$ cat src/bgp_regs.svh
// Offsets, bank codes, reset values and timing counts of the banked GPIO port
`ifndef BGP_REGS_SVH
`define BGP_REGS_SVH

// ***************************************
// Data memory offsets
// ***************************************
`define BGP_ADDR_PORT_A     8'h05
`define BGP_ADDR_PORT_B     8'h06
`define BGP_ADDR_PORT_C     8'h07

// ***************************************
// Bank select codes
// ***************************************
`define BGP_BANK_CMP        8'h08
`define BGP_BANK_WKPND      8'h09
`define BGP_BANK_WKED       8'h0a
`define BGP_BANK_WKEN       8'h0b
`define BGP_BANK_SCHMITT    8'h0c
`define BGP_BANK_LEVEL      8'h0d
`define BGP_BANK_PULLUP     8'h0e
`define BGP_BANK_DIR        8'h0f

// ***************************************
// Reset values and field layout
// ***************************************
`define BGP_MODE_RESET      8'h0f
`define BGP_CFG_RESET       8'hff
`define BGP_DATA_RESET      8'h00
`define BGP_PA_MASK         8'h0f
`define BGP_PA_UPPER_ONES   8'hf0
`define BGP_CMP_RES_BIT     0

// ***************************************
// Timing counts
// ***************************************
`define BGP_WB_CYCLES       2'h3

`endif

$ cat src/bgp_pkg.sv
// Types of the banked GPIO port
package bgp_pkg;

    typedef logic [7:0] bgp_byte_t;
    typedef logic [1:0] bgp_cnt_t;

    typedef enum logic [1:0] {
        BGP_PA = 2'b00,
        BGP_PB = 2'b01,
        BGP_PC = 2'b10
    } bgp_port_e;

    typedef struct packed {
        bgp_byte_t           mode;
        bgp_byte_t [2:0]     dat;
        bgp_byte_t [2:0]     oe;
        bgp_byte_t [2:0]     plp;
        bgp_byte_t [2:0]     lvl;
        bgp_byte_t [2:0]     st;
        bgp_byte_t [2:0]     s1;
        bgp_byte_t [2:0]     s2;
        bgp_cnt_t  [2:0]     wb;
        bgp_byte_t           wken;
        bgp_byte_t           wked;
        bgp_byte_t           wkpnd;
        bgp_byte_t           wk_prev;
        bgp_byte_t           cmp;
        logic                cmp_s1;
        logic                cmp_s2;
        bgp_byte_t           rdata;
        bgp_byte_t           pc_rdata;
    } bgp_state_s;

endpackage

$ cat src/bgp_port.sv
// Banked GPIO port: data registers, banked pin configuration and port B wakeup
//
// Contract
// - Port A four pins, B eight, C optional eight
// - Bit zero maps to lowest pin number
// - Port A upper four bits ignored
// - Configuration bits all one after reset
// - Data registers at 05h, 06h, 07h
// - Data write drives output pins
// - Data read returns pin levels
// - Input pin write still updates latch
// - Output held low externally reads zero
// - Write-back keeps successive bit operations consistent
// - Port-control write targets port, bank picks register
// - Bank select unmapped, loaded and read specially
// - Bank select resets to 0Fh
// - Bank select persists until rewritten
// - Bank map 08h to 0Fh as listed
// - Pullup bit one disconnects, zero connects
// - Direction bit one input, zero output
// - Schmitt option only on ports B, C
// - Level bit one TTL, zero CMOS
// - Wakeup enable bit zero enables detection
// - Wakeup edge bit zero rising, one falling
// - Pending bit set on selected valid edge
`include "bgp_regs.svh"

module bgp_port #(
    parameter bit HAS_PORT_C = 1'b1
) (
    // Clock and reset
    input  wire logic            MCLK,
    input  wire logic            RST_B,
    // Data memory access
    input  wire logic [7:0]      DM_ADDR,
    input  wire logic            DM_WE,
    input  wire logic            DM_RE,
    input  wire bgp_pkg::bgp_byte_t DM_WDATA,
    output bgp_pkg::bgp_byte_t   DM_RDATA,
    // Bank select instructions
    input  wire logic            MODE_WE,
    input  wire bgp_pkg::bgp_byte_t MODE_WDATA,
    output bgp_pkg::bgp_byte_t   MODE_Q,
    // Port-control write instruction
    input  wire logic            PC_WE,
    input  wire bgp_pkg::bgp_port_e PC_PORT,
    input  wire bgp_pkg::bgp_byte_t PC_WDATA,
    output bgp_pkg::bgp_byte_t   PC_RDATA,
    // Port A pins
    input  wire logic [3:0]      PA_IN,
    output logic [3:0]           PA_OUT,
    output logic [3:0]           PA_OE,
    // Port B pins
    input  wire logic [7:0]      PB_IN,
    output logic [7:0]           PB_OUT,
    output logic [7:0]           PB_OE,
    // Port C pins
    input  wire logic [7:0]      PC_IN,
    output logic [7:0]           PC_OUT,
    output logic [7:0]           PC_OE,
    // Pad configuration
    output logic [3:0]           PULLUP_DIS_A,
    output logic [7:0]           PULLUP_DIS_B,
    output logic [7:0]           PULLUP_DIS_C,
    output logic [3:0]           LEVEL_TTL_A,
    output logic [7:0]           LEVEL_TTL_B,
    output logic [7:0]           LEVEL_TTL_C,
    output logic [7:0]           SCHMITT_DIS_B,
    output logic [7:0]           SCHMITT_DIS_C,
    // Wakeup and comparator
    output logic [7:0]           WAKE_PENDING,
    output logic [7:0]           CMP_CTRL,
    input  wire logic            CMP_RES
);
    import bgp_pkg::*;

    bgp_state_s st;
    bgp_state_s next_st;
    bgp_byte_t  pins_in [3];
    bgp_byte_t  wake_hit;
    logic       dm_hit  [3];
    logic       pc_ok;

    // ***************************************
    // Pin input gathering
    // ***************************************
    assign pins_in[0] = {4'h0, PA_IN};
    assign pins_in[1] = PB_IN;
    assign pins_in[2] = HAS_PORT_C ? PC_IN : 8'h00;

    assign dm_hit[0] = (DM_ADDR == `BGP_ADDR_PORT_A);
    assign dm_hit[1] = (DM_ADDR == `BGP_ADDR_PORT_B);
    assign dm_hit[2] = HAS_PORT_C && (DM_ADDR == `BGP_ADDR_PORT_C);

    // Code 11 names no port; keeps the register index in range
    assign pc_ok = (PC_PORT == BGP_PA) || (PC_PORT == BGP_PB) || (HAS_PORT_C && PC_PORT == BGP_PC);

    // Edge seen on synchronised pins only, never on the first stage
    assign wake_hit = ~st.wken & (
        ( st.s2[1] & ~st.wk_prev & ~st.wked) |
        (~st.s2[1] &  st.wk_prev &  st.wked));

    // ***************************************
    // Next state
    // ***************************************
    always_comb begin
        bgp_byte_t w;
        bgp_byte_t merged;
        w = PC_WDATA;
        merged = 8'h00;
        next_st = st;

        // Two-stage synchronisers on all pin inputs
        for (int p = 0; p < 3; p++) begin
            next_st.s1[p] = pins_in[p];
            next_st.s2[p] = st.s1[p];
            if (st.wb[p] != 2'h0) begin
                next_st.wb[p] = st.wb[p] - 2'h1;
            end
        end
        next_st.cmp_s1 = CMP_RES;
        next_st.cmp_s2 = st.cmp_s1;
        next_st.wk_prev = st.s2[1];

        // Pending flags: a new edge wins over an exchange in the same cycle
        next_st.wkpnd = st.wkpnd | wake_hit;

        // Bank select load, held otherwise
        if (MODE_WE) begin
            next_st.mode = MODE_WDATA;
        end

        // Data writes update the latch whatever the direction
        for (int p = 0; p < 3; p++) begin
            if (DM_WE && dm_hit[p]) begin
                next_st.dat[p] = (p == 0) ? (DM_WDATA & `BGP_PA_MASK) : DM_WDATA;
                next_st.wb[p] = `BGP_WB_CYCLES;
            end
        end

        // Data read: pins, except freshly written outputs still in the synchroniser
        next_st.rdata = 8'h00;
        for (int p = 0; p < 3; p++) begin
            if (DM_RE && dm_hit[p]) begin
                merged = st.s2[p];
                if (st.wb[p] != 2'h0) begin
                    merged = (st.dat[p] & st.oe[p]) | (st.s2[p] & ~st.oe[p]);
                end
                next_st.rdata = (p == 0) ? (merged & `BGP_PA_MASK) : merged;
            end
        end

        // Port-control write steered by the bank select
        next_st.pc_rdata = 8'h00;
        if (PC_WE && pc_ok) begin
            unique case (st.mode)
                `BGP_BANK_DIR: begin
                    next_st.oe[PC_PORT] = (PC_PORT == BGP_PA) ? (~w & `BGP_PA_MASK) : ~w;
                end
                `BGP_BANK_PULLUP: begin
                    next_st.plp[PC_PORT] = (PC_PORT == BGP_PA) ? (w | `BGP_PA_UPPER_ONES) : w;
                end
                `BGP_BANK_LEVEL: begin
                    next_st.lvl[PC_PORT] = (PC_PORT == BGP_PA) ? (w | `BGP_PA_UPPER_ONES) : w;
                end
                `BGP_BANK_SCHMITT: begin
                    if (PC_PORT != BGP_PA) begin
                        next_st.st[PC_PORT] = w;
                    end
                end
                `BGP_BANK_WKEN: begin
                    if (PC_PORT == BGP_PB) begin
                        next_st.wken = w;
                    end
                end
                `BGP_BANK_WKED: begin
                    if (PC_PORT == BGP_PB) begin
                        next_st.wked = w;
                    end
                end
                `BGP_BANK_WKPND: begin
                    if (PC_PORT == BGP_PB) begin
                        next_st.pc_rdata = st.wkpnd;
                        next_st.wkpnd = w | wake_hit;
                    end
                end
                `BGP_BANK_CMP: begin
                    if (PC_PORT == BGP_PB) begin
                        next_st.pc_rdata = {st.cmp[7:1], st.cmp_s2};
                        next_st.cmp = {w[7:1], 1'b0};
                    end
                end
                // Reserved codes change nothing
                default: begin
                    next_st.pc_rdata = 8'h00;
                end
            endcase
        end
    end

    // ***************************************
    // State register
    // ***************************************
    always_ff @(posedge MCLK or negedge RST_B) begin
        if (!RST_B) begin
            st <= '0;
            st.mode <= `BGP_MODE_RESET;
            for (int p = 0; p < 3; p++) begin
                st.dat[p] <= `BGP_DATA_RESET;
                st.oe[p]  <= 8'h00;
                st.plp[p] <= `BGP_CFG_RESET;
                st.lvl[p] <= `BGP_CFG_RESET;
                st.st[p]  <= `BGP_CFG_RESET;
            end
            st.wken <= `BGP_CFG_RESET;
            st.wked <= `BGP_CFG_RESET;
            st.cmp  <= `BGP_CFG_RESET;
        end else begin
            st <= next_st;
        end
    end

    // ***************************************
    // Outputs, each a flop slice
    // ***************************************
    assign DM_RDATA      = st.rdata;
    assign MODE_Q        = st.mode;
    assign PC_RDATA      = st.pc_rdata;
    assign PA_OUT        = st.dat[0][3:0];
    assign PA_OE         = st.oe[0][3:0];
    assign PB_OUT        = st.dat[1];
    assign PB_OE         = st.oe[1];
    assign PC_OUT        = st.dat[2];
    assign PC_OE         = st.oe[2];
    assign PULLUP_DIS_A  = st.plp[0][3:0];
    assign PULLUP_DIS_B  = st.plp[1];
    assign PULLUP_DIS_C  = st.plp[2];
    assign LEVEL_TTL_A   = st.lvl[0][3:0];
    assign LEVEL_TTL_B   = st.lvl[1];
    assign LEVEL_TTL_C   = st.lvl[2];
    assign SCHMITT_DIS_B = st.st[1];
    assign SCHMITT_DIS_C = st.st[2];
    assign WAKE_PENDING  = st.wkpnd;
    assign CMP_CTRL      = st.cmp;
endmodule

$ cat config.mk
export PLATFORM = sky130hd
export DESIGN_NAME = bgp_port
export DESIGN_NICKNAME = d
export VERILOG_FILES = /design/src/bgp_pkg.sv /design/src/bgp_port.sv
export VERILOG_INCLUDE_DIRS = /design/src /design/src/src
export SDC_FILE = /design/constraint.sdc
export NUM_CORES = 1
export LEC_CHECK = 0
export BUFFER_PORTS_ARGS = -buffer_cell sky130_fd_sc_hd__buf_2
export CAP_MARGIN = 10
export CORE_AREA = 2 2 141 157
export CTS_CLUSTER_DIAMETER = 150
export DETAILED_ROUTE_END_ITERATION = 12
export DIE_AREA = 0 0 143 159
export PLACE_DENSITY = 0.66
export SLEW_MARGIN = 20
export SYNTH_ARGS = -nofsm -noshare
export SYNTH_HDL_FRONTEND = slang
export SYNTH_SLANG_ARGS = --single-unit
export TNS_END_PERCENT = 100
$ cat constraint.sdc
create_clock -name MCLK -period 2.1 [get_ports MCLK]
set_clock_uncertainty 0.1 [all_clocks]
set_input_delay 0.21 -clock MCLK [delete_from_list [all_inputs] [get_ports MCLK]]
set_output_delay 0.21 -clock MCLK [all_outputs]
set_load 0.01 [all_outputs]
# ---- Word level (Yosys, flattened, before mapping)
# Index checks and enable logic that the tools add are counted.
dict set report word_totals {
  ff_bits 228
  latchBits 0
  mem_bits_rw 0
  mem_bits_ro 0
  output_inout_bits 136
  wordCells 129
  mem_count 0
}
dict set report op_classes {
  add_sub_neg 3
  mul 0
  div_mod_pow 0
  order_cmp 2
  n_eq_ne 13
  shift 0
  n_mux 27
  bitwise_logic 25
  reduce_logical 25
}
# operator n
set ops {}
lappend ops {{two-way mux 8 bit} 13}
lappend ops {{bitwise mux 24 bit} 4}
lappend ops {{AND 8 bit} 9}
lappend ops {{equality test 8 x 4 -> 1 bit (second input constant)} 8}
lappend ops {{NOT 8 bit} 7}
lappend ops {{OR 8 bit} 5}
lappend ops {{equality test 8 x 3 -> 1 bit (second input constant)} 3}
lappend ops {{demux 8 bit (select 2 bit)} 1}
lappend ops {{one-hot mux 8 bit (2 select lines)} 1}
lappend ops {{nonzero test 2 bit} 7}
lappend ops {{two-way mux 2 bit} 6}
lappend ops {{AND reduction 3 bit} 4}
lappend ops {{AND 4 bit} 2}
lappend ops {{logical AND 1 bit} 8}
lappend ops {{two-way mux 4 bit} 2}
lappend ops {{AND reduction 2 bit} 3}
lappend ops {{subtractor 2 x 1 -> 2 bit (second input constant)} 3}
lappend ops {{NOT 4 bit} 1}
lappend ops {{OR 4 bit} 1}
lappend ops {{less-than comparator 2 x 3 -> 1 bit (second input constant)} 1}
lappend ops {{equality test 2 x 1 -> 1 bit (second input constant)} 1}
lappend ops {{equality test 2 bit (second input constant)} 1}
lappend ops {{>= comparator 2 x 1 -> 1 bit (second input constant)} 1}
lappend ops {{logical NOT 2 bit} 1}
lappend ops {{logical OR 1 bit} 2}

# ---- Logic depth before layout (Yosys ltp)
# Gate-level depths: netlist of run 1.
dict set report logic_depth {
  word_depth 9
  mapped_depth 8
  mapped_depth_nobuf 6
}

# ---- Worst setup path before layout of run 1
# No wires, ideal clock.
dict set report synth_timing {
  path_kind {register -> register}
  from {reg st (netlist bit MODE_Q[0])}
  to {reg st (netlist bit PC_OE[4])}
  setup_time_ns 0.077
  t_arrival_ns 1.753
  t_required_ns 1.923
  setup_slack_ns 0.170
  path_stages_with_launch 9
  n_path_buf 4
  period_less_slack_ns 1.930
  cell_sequence {dfstp_2 buf_2 and3_1 clkbuf_1 and4_1 clkbuf_1 buf_2 nor2_1 a21oi_1}
}
dict set report synth_between {
  elab_chain_len 2
}
# element line_no
set synth_lines {}
lappend synth_lines {{from (decl)} bgp_port.sv:77} ;# bgp_state_s st;
lappend synth_lines {{from (signal assigned)} bgp_port.sv:219} ;# st <= next_st;
lappend synth_lines {{equality test 8 x 4 -> 1 bit} bgp_port.sv:156} ;# unique case (st.mode)
lappend synth_lines {{AND reduction 2 bit (no line)} -}
# Every way passes these cells.
# A chain may end at the register's enable or synchronous reset.

# ---- Worst setup path after layout of run 1
dict set report layout_timing {
  from {reg st (netlist bit MODE_Q[3])}
  to {reg st (netlist bit PULLUP_DIS_C[6])}
}
# Same word-level chain as after synthesis.

==> impl_results.md, run 1 <==
* Status: finished, final reports clean
* P_int at 0.007181 W
* Post-route setup TNS at 0 ns
* CP Max Fanout at 8
* Worst R2R End: PULLUP_DIS_C[6]
* Ys Warns at 0
* Max-slew violations at 0
* DRT antenna net count at 0
* Seq pwr share at 0.463
* Die Wd at around 140 um
* Global-route usage over all layers at 0.1779
* Sw power at 0.002263 W
* Distinct cells, synth at between 40 and 50
* Synth Flop Type: dfrtp_1
* # IOs at 197
* Clock transition at path regs at approximately 0.06 ns
* Clock root buffer: clkbuf_16
* Critical Path RT at between 2 and 2.5 ns
* Commonest non-fill, non-tap cells in the layout: buf_2, dfrtp_1, mux2_2
* Synthesized area at between 0.009 and 0.01 mm2
* Worst-margin pin slew at 0.5363 ns
* F_max at between 400 and 500 MHz
* CP Launch Type: register
* Maximum VDD drop at ~480 uV
* Clk Latency, worst-skew pair at about 0.50 ns
* Via count at 5354
* ANT cells at 0
* R2r startpoint: MODE_Q[3]
* Grt total ovfl at 0
* Inserted Clock Buffers at 23
* Routed WL at slightly above 20 mm
* Area Overhead vs Synth at 17.94%
* DRC violations left at 0
* Worst setup path start: MODE_Q[3]
* Clock power frac at 0.434
* Crit end category: register
* Setup WS post-layout at ~0.087 ns
* Vias in the first global route at approximately 5700
* Pre-CTS setup slack at ~0.031 ns
* Largest net degree at the start of global routing at slightly above 80
* Worst path cell trace: nor4b_4, and2_0, nand3_2, mux2_2
* Post-detail-place hpwl at around 14 mm
* Antenna violations before repair at 0
* Vias per cell at 4.793
* Final RePlAce weighted congestion at 0.8092
* Clock buffer depth at 3
* Post-CTS Setup Inserts at 0
* PD cells at roughly 880 mW/mm2
* LEAKAGE at 5.254 nW
* Crit-path max cell delay at 0.54 ns
* Post-DR wirelength/cell at roughly 18 um
* Final hold vios at 0
* Met1 Track Usage GR at 0.2315
* Max reg flops at 43
* CTS tree: done
* Register area share after synthesis at 0.5813
* Critical path's slowest cell: dfstp_2
* Crit Path Class: reg -> reg
* Max Cap Viol at 0
* Post-Syn Instances at ~700
* Fill cells at roughly 1800
* H-tree Lvls at 1
* RSZ-0062 raised after global routing: no
* Initial DRC count at 156
* Die Ht at 159 um
* Mean Syn Cell Area at about 13 um2
* Worst hold path class: in -> async
* Max-slew headroom at 0.6425
* Reg with most FFs: st
* # clock sinks at around 210
* Commonest non-fill, non-tap cell in the layout: buf_2
* Drt first pass iters at 6
* NumNets Final at a little under 900
* GR peak layer: met2
* Seq cells post-synth at around 210
* EDFF count, synth at 0
* PortBufs at about 200
* Final Cycle Share at 0.9584
* Initial core utilization at 0.4331
* Crit path DAT at ~2.4 ns
* Switching part of the total power at 0.2397
* Final min period at around 2.0 ns
* Grt met2 use at 0.2930
* Global-route wire length before repair at 31.53 mm
* Syn Nets at between 700 and 800
* Row count at 56
* Met3 usage at 0.05173
* Core ar. at approximately 0.021 mm2
* R2R Setup Slk at 0.09 ns
* Post-synth ARST share at 1.000
* Die ar. at about 0.023 mm2
* Comb pwr share at 0.103
* Final setup viols at 0
* Share of layout cells above drive strength 1 at 0.5574
* Worst r2r path cells at 4
cell usage after synthesis (2+ instances only):
cell	count	area share
a211oi_1	3	0.0025
a21boi_0	4	0.0033
a21oi_1	14	0.0077
a221oi_1	4	0.0038
a311oi_1	5	0.0048
and2_1	2	0.0014
and4_1	2	0.0019
buf_2	4	0.0022
buf_4	136	0.11
clkbuf_1	17	0.0070
dfrtp_1	124	0.34
dfstp_2	84	0.24
ha_1	3	0.0041
inv_1	8	0.0033
mux2_1	4	0.0049
mux2_2	105	0.13
mux2_4	8	0.013
mux2i_1	25	0.027
nand2_1	24	0.0099
nand3_1	6	0.0033
nand3_2	6	0.0066
nand3b_2	2	0.0025
nand4_1	2	0.0014
nor2_1	33	0.014
nor2_2	2	0.0014
nor2b_1	19	0.013
nor4b_1	8	0.0077
nor4b_4	2	0.0052
nor4bb_1	8	0.0088
o21ai_0	9	0.0049
xor2_1	3	0.0029
through the flow:
stage	hold slack [ns]	instance area (um2)	instances	power, W	util
2_1_floorplan	-0.1856	9135	687	0.005055	-
3_3_place_gp	-0.01936	9558	1031	0.005340	0.4532
3_5_place_dp	-0.01856	9558	1031	0.005366	0.4532
4_1_cts	0.001228	10770	1117	0.009608	0.5109
5_1_grt	0.02015	10770	1117	0.009884	0.5109
6_report	0.02633	10770	1117	0.009444	0.5109
cell families after synthesis:
group	share of synthesized area
xor+xnor	0.002877
buf+inv	0.1263
fa+ha+maj	0.004109
flops	0.5813
mux	0.1749
simple gates	0.08273
compound gates	0.02780
power by group through the flow:
stage          registers, W  logic, W  clock network, W
2_1_floorplan       0.00440  0.000655                 0
3_3_place_gp        0.00443  0.000907                 0
3_5_place_dp        0.00444  0.000924                 0
4_1_cts             0.00438  0.000999           0.00423
5_1_grt             0.00440   0.00110           0.00438
6_report            0.00437  0.000976           0.00410
critical path: cells and delay by family (launching register included):
| family | cells | cell delay [ns] |
|---|---|---|
| muxes | 1 | 0.36 |
| DFF | 1 | 0.54 |
| and+or+nand+nor | 3 | 0.93 |
worst max path at each step:
stage               depth (start not counted)  slack, ns         endpoint
detailed placement                          6       0.03        PC_OUT[6]
finish                                      4       0.09  PULLUP_DIS_C[6]
CTS                                         4        0.1  PULLUP_DIS_C[5]
global placement                            6       0.07        PA_OUT[2]
global route                                6       0.03      DM_RDATA[7]
floorplan                                   8       0.17         PC_OE[4]
area by class of cell:
type / count / area, um2 / share of cell area
multi-input cells: 311 / 2671 / 0.2479
well taps: 290 / 362.8 / 0.03368
inverters: 9 / 33.78 / 0.003136
clock buffers: 28 / 624.3 / 0.05795
clock inverters: 14 / 151.4 / 0.01405
repair buffers: 257 / 1620 / 0.1504
flip-flops and latches: 208 / 5310 / 0.4929
per-layer routing:
layer,wire [um],part of all wire,vias up
li1,-,-,2467
met1,8756,0.43,2690
met2,9563,0.47,163
met3,1490,0.074,34
met4,401,0.020,0
met5,0,0,-
timing repair:
item / 4_1_cts / 5_1_grt
endpoints found under the setup margin: 0 / 0
gates resized for setup: 0 / 0
hold endpoints to repair: 181 / 0
hold buffers: 44 / 0
Power figures use the tool's default switching activity.
==> inputs of run 2 (changes only) <==
- CORE_AREA: 2 2 141 157 -> 2 2 131 146
- DIE_AREA: 0 0 143 159 -> 0 0 133 148
- PLACE_DENSITY: 0.66 -> 0.75
==> impl_results.md, run 2 (synthesis results as in run 1) <==
* Status: finished, final reports clean
* H-tree Lvls at 1
* CTS tree: done
* Worst path cell trace: nor4b_4, and2_1, nand3_2, mux2_1
* Via count at 5348
* Global-route usage over all layers at 0.2037
* Critical Path RT at roughly 2.4 ns
* Comb pwr share at 0.109
* Final setup viols at 0
* Die ar. at 0.01968 mm2
* Clock power frac at 0.420
* Worst-margin pin slew at around 0.5 ns
* DRC violations left at 0
* ANT cells at 0
* Clock root buffer: clkbuf_16
* Seq pwr share at 0.471
* Reg with most FFs: st
* Final Cycle Share at 0.9225
* Post-route setup TNS at 0 ns
* DRT antenna net count at 0
* Maximum VDD drop at between 500 and 600 uV
* Largest net degree at the start of global routing at 48
* Crit path DAT at ~2.3 ns
* Share of layout cells above drive strength 1 at 0.5541
* Vias per cell at roughly 5.0
* Crit Path Class: reg -> reg
* RSZ-0062 raised after global routing: no
* Crit end category: register
* R2r startpoint: MODE_Q[3]
* Post-detail-place hpwl at between 10 and 15 mm
* Grt met2 use at 0.3534
* Clk Latency, worst-skew pair at ~0.51 ns
* CP Launch Type: register
* Max-slew headroom at 0.6653
* GR peak layer: met2
* Crit-path max cell delay at roughly 0.54 ns
* Grt total ovfl at 0
* Critical path's slowest cell: dfstp_2
* Commonest non-fill, non-tap cells in the layout: buf_2, dfrtp_1, mux2_2
* Inserted Clock Buffers at 22
* LEAKAGE at 5.274 nW
* Drt first pass iters at 4
* # clock sinks at approximately 210
* Initial core utilization at 0.5032
* Commonest non-fill, non-tap cell in the layout: buf_2
* Vias in the first global route at 5736
* Sw power at 0.002180 W
* Max reg flops at 43
* Core ar. at around 0.018 mm2
* Final min period at about 1.9 ns
* Post-DR wirelength/cell at approximately 18 um
* Antenna violations before repair at 0
* PortBufs at 196
* F_max at ~520 MHz
* PD cells at 864.3 mW/mm2
* Die Ht at 148 um
* Global-route wire length before repair at approximately 31 mm
* P_int at around 0.007 W
* Max Cap Viol at 0
* NumNets Final at between 800 and 900
* Max-slew violations at 0
* Met1 Track Usage GR at 0.2572
* DP Area at between 0.009 and 0.01 mm2
* Initial DRC count at between 200 and 250
* Routed WL at just under 20 mm
* Die Wd at between 100 and 150 um
* CP Max Fanout at 8
* Clock transition at path regs at ~0.06 ns
* # IOs at slightly below 200
* Final RePlAce weighted congestion at 0.8704
* Worst hold path class: in -> reg
* HP Start: PC_WDATA[5]
* Met3 usage at 0.04527
* Area Overhead vs Synth at 17.57%
* Switching part of the total power at 0.2349
* Final hold vios at 0
* Worst setup path start: MODE_Q[3]
* Fin area at ~0.011 mm2
* Row count at between 50 and 60
* Clock buffer depth at 3
-- run 2: cell count changes in the layout (fill, tap and decap cells not counted), sizes merged --
cell / delta
bufinv: -1
clkbuf: +3
clkinvlp: -1
clkinv: -2
inv: -1
buf: +3
dlygate4sd3: +4
-- run 2: per-stage QoR --
step	util	worst slack, ns	std cells	hold slack (ns)	power, W
finish	0.5917	0.1628	1075	0.02200	0.009283
global route	0.5917	0.04703	1075	0.03425	0.009676
CTS	0.5917	0.1174	1075	0.009700	0.009378
detailed placement	0.5245	0.04150	987	0.08060	0.005372
global placement	0.5245	0.07577	987	0.08427	0.005344
floorplan	-	0.1698	687	-0.1856	0.005055
-- run 2: layout make-up --
class	instances	area [um2]
repair buffers	264	1683
fillers	1431	7412
flip-flops and latches	208	5310
multi-input cells	311	2671
inverters	9	33.78
clock buffers	31	645.6
clock inverters	9	92.59
well taps	243	304.0
-- run 2: per-layer routing --
layer	routed length (um)	share of wire	vias to the layer above
li1	-	-	2469
met1	8320	0.42	2669
met2	9883	0.50	178
met3	1286	0.065	32
met4	385	0.019	0
met5	0	0	-
-- run 2: final timing paths --
path | to | slack, ns | depth (start not counted)
max | LEVEL_TTL_C[5] | 0.16 | 4
min | PC_OE[5] | 0.02 | 2
max reg2reg | LEVEL_TTL_C[5] | 0.16 | 4
min reg2reg | st[83] | 0.25 | 0
max in group asynchronous | SCHMITT_DIS_B[3] | 1.12 | 3
min in group asynchronous | st[27] | 0.12 | 2
-- run 2: what timing repair did --
item                                    in CTS  in global routing
hold buffers                                48                  0
hold endpoints to repair                   184                  0
buffers inserted                             0                  0
resized for setup                            0                  1
endpoints found under the setup margin       0                 13
-- run 2: critical path: cells and delay by family, from the launching register on --
kind             cells  cell delay, ns
and+or+nand+nor      3            0.82
muxes                1            0.38
DFF                  1            0.54
-- run 2: power groups by stage --
stage	Sequential [W]	Clock, W	Combinational (W)
after global routing	0.00440	0.00415	0.00113
after floorplan	0.00440	0	0.000655
after CTS	0.00438	0.00399	0.00102
after global placement	0.00443	0	0.000912
after detailed placement	0.00444	0	0.000933
final	0.00438	0.00390	0.00101
==> inputs of run 3 (changes only) <==
- SETUP_SLACK_MARGIN: default -> 0.3
==> impl_results.md, run 3 (synthesis results as in run 1) <==
* Vias per cell at 5.069
* Area Overhead vs Synth at 20.01%
* Initial DRC count at 241
* Largest net degree at the start of global routing at approximately 60
* LEAKAGE at 5.322 nW
* Post-detail-place hpwl at around 13 mm
* Final RePlAce weighted congestion at around 0.8
* # clock sinks at about 210
* Post-DR wirelength/cell at ~19 um
* Drt first pass iters at 4
* Clock transition at path regs at about 0.060 ns
* RSZ-0062 raised after global routing: yes
* Finished Core Util at 0.6039
* Final setup viols at 0
* DRT antenna net count at 0
* Reg with most FFs: st
* Critical Path RT at 2.42 ns
* H-tree Lvls at 1
* Post-route setup TNS at 0 ns
* # IOs at between 150 and 200
* Grt total ovfl at 0
* DP Cell Count at around 1000
* Global-route wire length before repair at ~32 mm
* Commonest non-fill, non-tap cell in the layout: buf_2
* Clock buffer depth at 3
* CP Max Fanout at 8
* Row count at 52
* HP Start: PC_WDATA[5]
* Worst hold path class: in -> reg
* Crit end category: register
* Status: finished, final reports clean
* Worst-margin pin slew at approximately 0.55 ns
* DRC violations left at 0
* Vias in the first global route at 5802
* R2R Setup Slk at approximately 0.27 ns
* Max-slew headroom at 0.6354
* F_max at about 550 MHz
* Commonest non-fill, non-tap cells in the layout: buf_2, dfrtp_1, mux2_2
* Final Cycle Share at 0.8706
* Setup WS post-layout at between 0.2 and 0.3 ns
* Clock root buffer: clkbuf_16
* Die ar. at between 0.015 and 0.02 mm2
* Die Ht at approximately 150 um
* ANT cells at 0
* Die Wd at 133 um
* Critical path's slowest cell: dfstp_2
* R2r startpoint: MODE_Q[3]
* Inserted Clock Buffers at 22
* Share of layout cells above drive strength 1 at 0.5762
* CP Launch Type: register
* Routed WL at approximately 20 mm
* Antenna violations before repair at 0
* Via count at 5454
* NumNets Final at roughly 880
* CP most frequent cell: buf_6
* Core ar. at around 0.018 mm2
* Worst path cell trace: nor4b_4, buf_6, buf_6, nand3_2, nor2_2, buf_6, mux2_4
* Crit path DAT at 2.15 ns
* Clk Latency, worst-skew pair at about 0.5 ns
* Max-slew violations at 0
* Final min period at approximately 1.8 ns
* PD cells at around 860 mW/mm2
* PortBufs at just under 200
* Final hold vios at 0
* Initial core utilization at 0.5032
* Max reg flops at 43
* Max Cap Viol at 0
* Non-Filler Instances at between 1000 and 1500
* Crit-path max cell delay at approximately 0.53 ns
* Maximum VDD drop at 562.1 uV
* CTS tree: done
* Global-route usage over all layers at 0.2059
* Pwr Total at between 0.009 and 0.01 W
* Pre-CTS setup slack at between 0.02 and 0.025 ns
* Crit Path Class: reg -> reg
* Worst setup path start: MODE_Q[3]
run 3: repair_timing:
action                                  in CTS  in global routing
hold endpoints to repair                   110                  0
endpoints found under the setup margin     100                104
gates cloned                                 0                  1
resized for setup                           19                 32
hold buffers                                46                  0
pin swaps                                    3                  2
setup buffers                                6                  0
run 3: power breakdown:
part           total, W  switching [W]  internal, W  leakage, nW
clock           0.00396        0.00154      0.00242        0.367
combinational   0.00103       0.000549     0.000485         2.55
sequential      0.00438       0.000128      0.00425         2.40
run 3: final timing paths:
check,endpoint,depth (start not counted)
min reg2reg,next_st[31],0
min in group asynchronous,PC_RDATA[1],2
max,st[46],7
max reg2reg,st[46],7
min,PB_OE[5],2
max in group asynchronous,LEVEL_TTL_B[6],3
run 3: final cells by class:
type | instances | area (um2)
fill | 1417 | 7189
sequential | 208 | 5310
multi-input combinational | 311 | 2830
timing repair buffer | 265 | 1735
clock buffer | 33 | 663.1
tap | 243 | 304.0
clock inverter | 7 | 86.33
inverter | 9 | 33.78
run 3: stage by stage:
stage	hold WS, ns	cell area (um2)
2_1_floorplan	-0.1856	9166
3_3_place_gp	0.1195	9499
3_5_place_dp	0.1221	9499
4_1_cts	0.0009800	10830
5_1_grt	0.007839	10960
6_report	0.02071	10960
run 3: layer usage:
layer	vias to the layer above	wire length, um	track usage
met4	0	301	0.05269
met2	167	10590	0.3679
met5	-	0	0
li1	2467	-	-
met1	2791	8137	0.2502
met3	29	1374	0.05041
run 3: critical path, delay by kind of cell, from the launching register on:
family | cells | cell delay [ns]
AND/OR/NAND/NOR | 3 | 0.35
multiplexers | 1 | 0.31
flip-flops | 1 | 0.53
buffers and inverters | 3 | 0.44
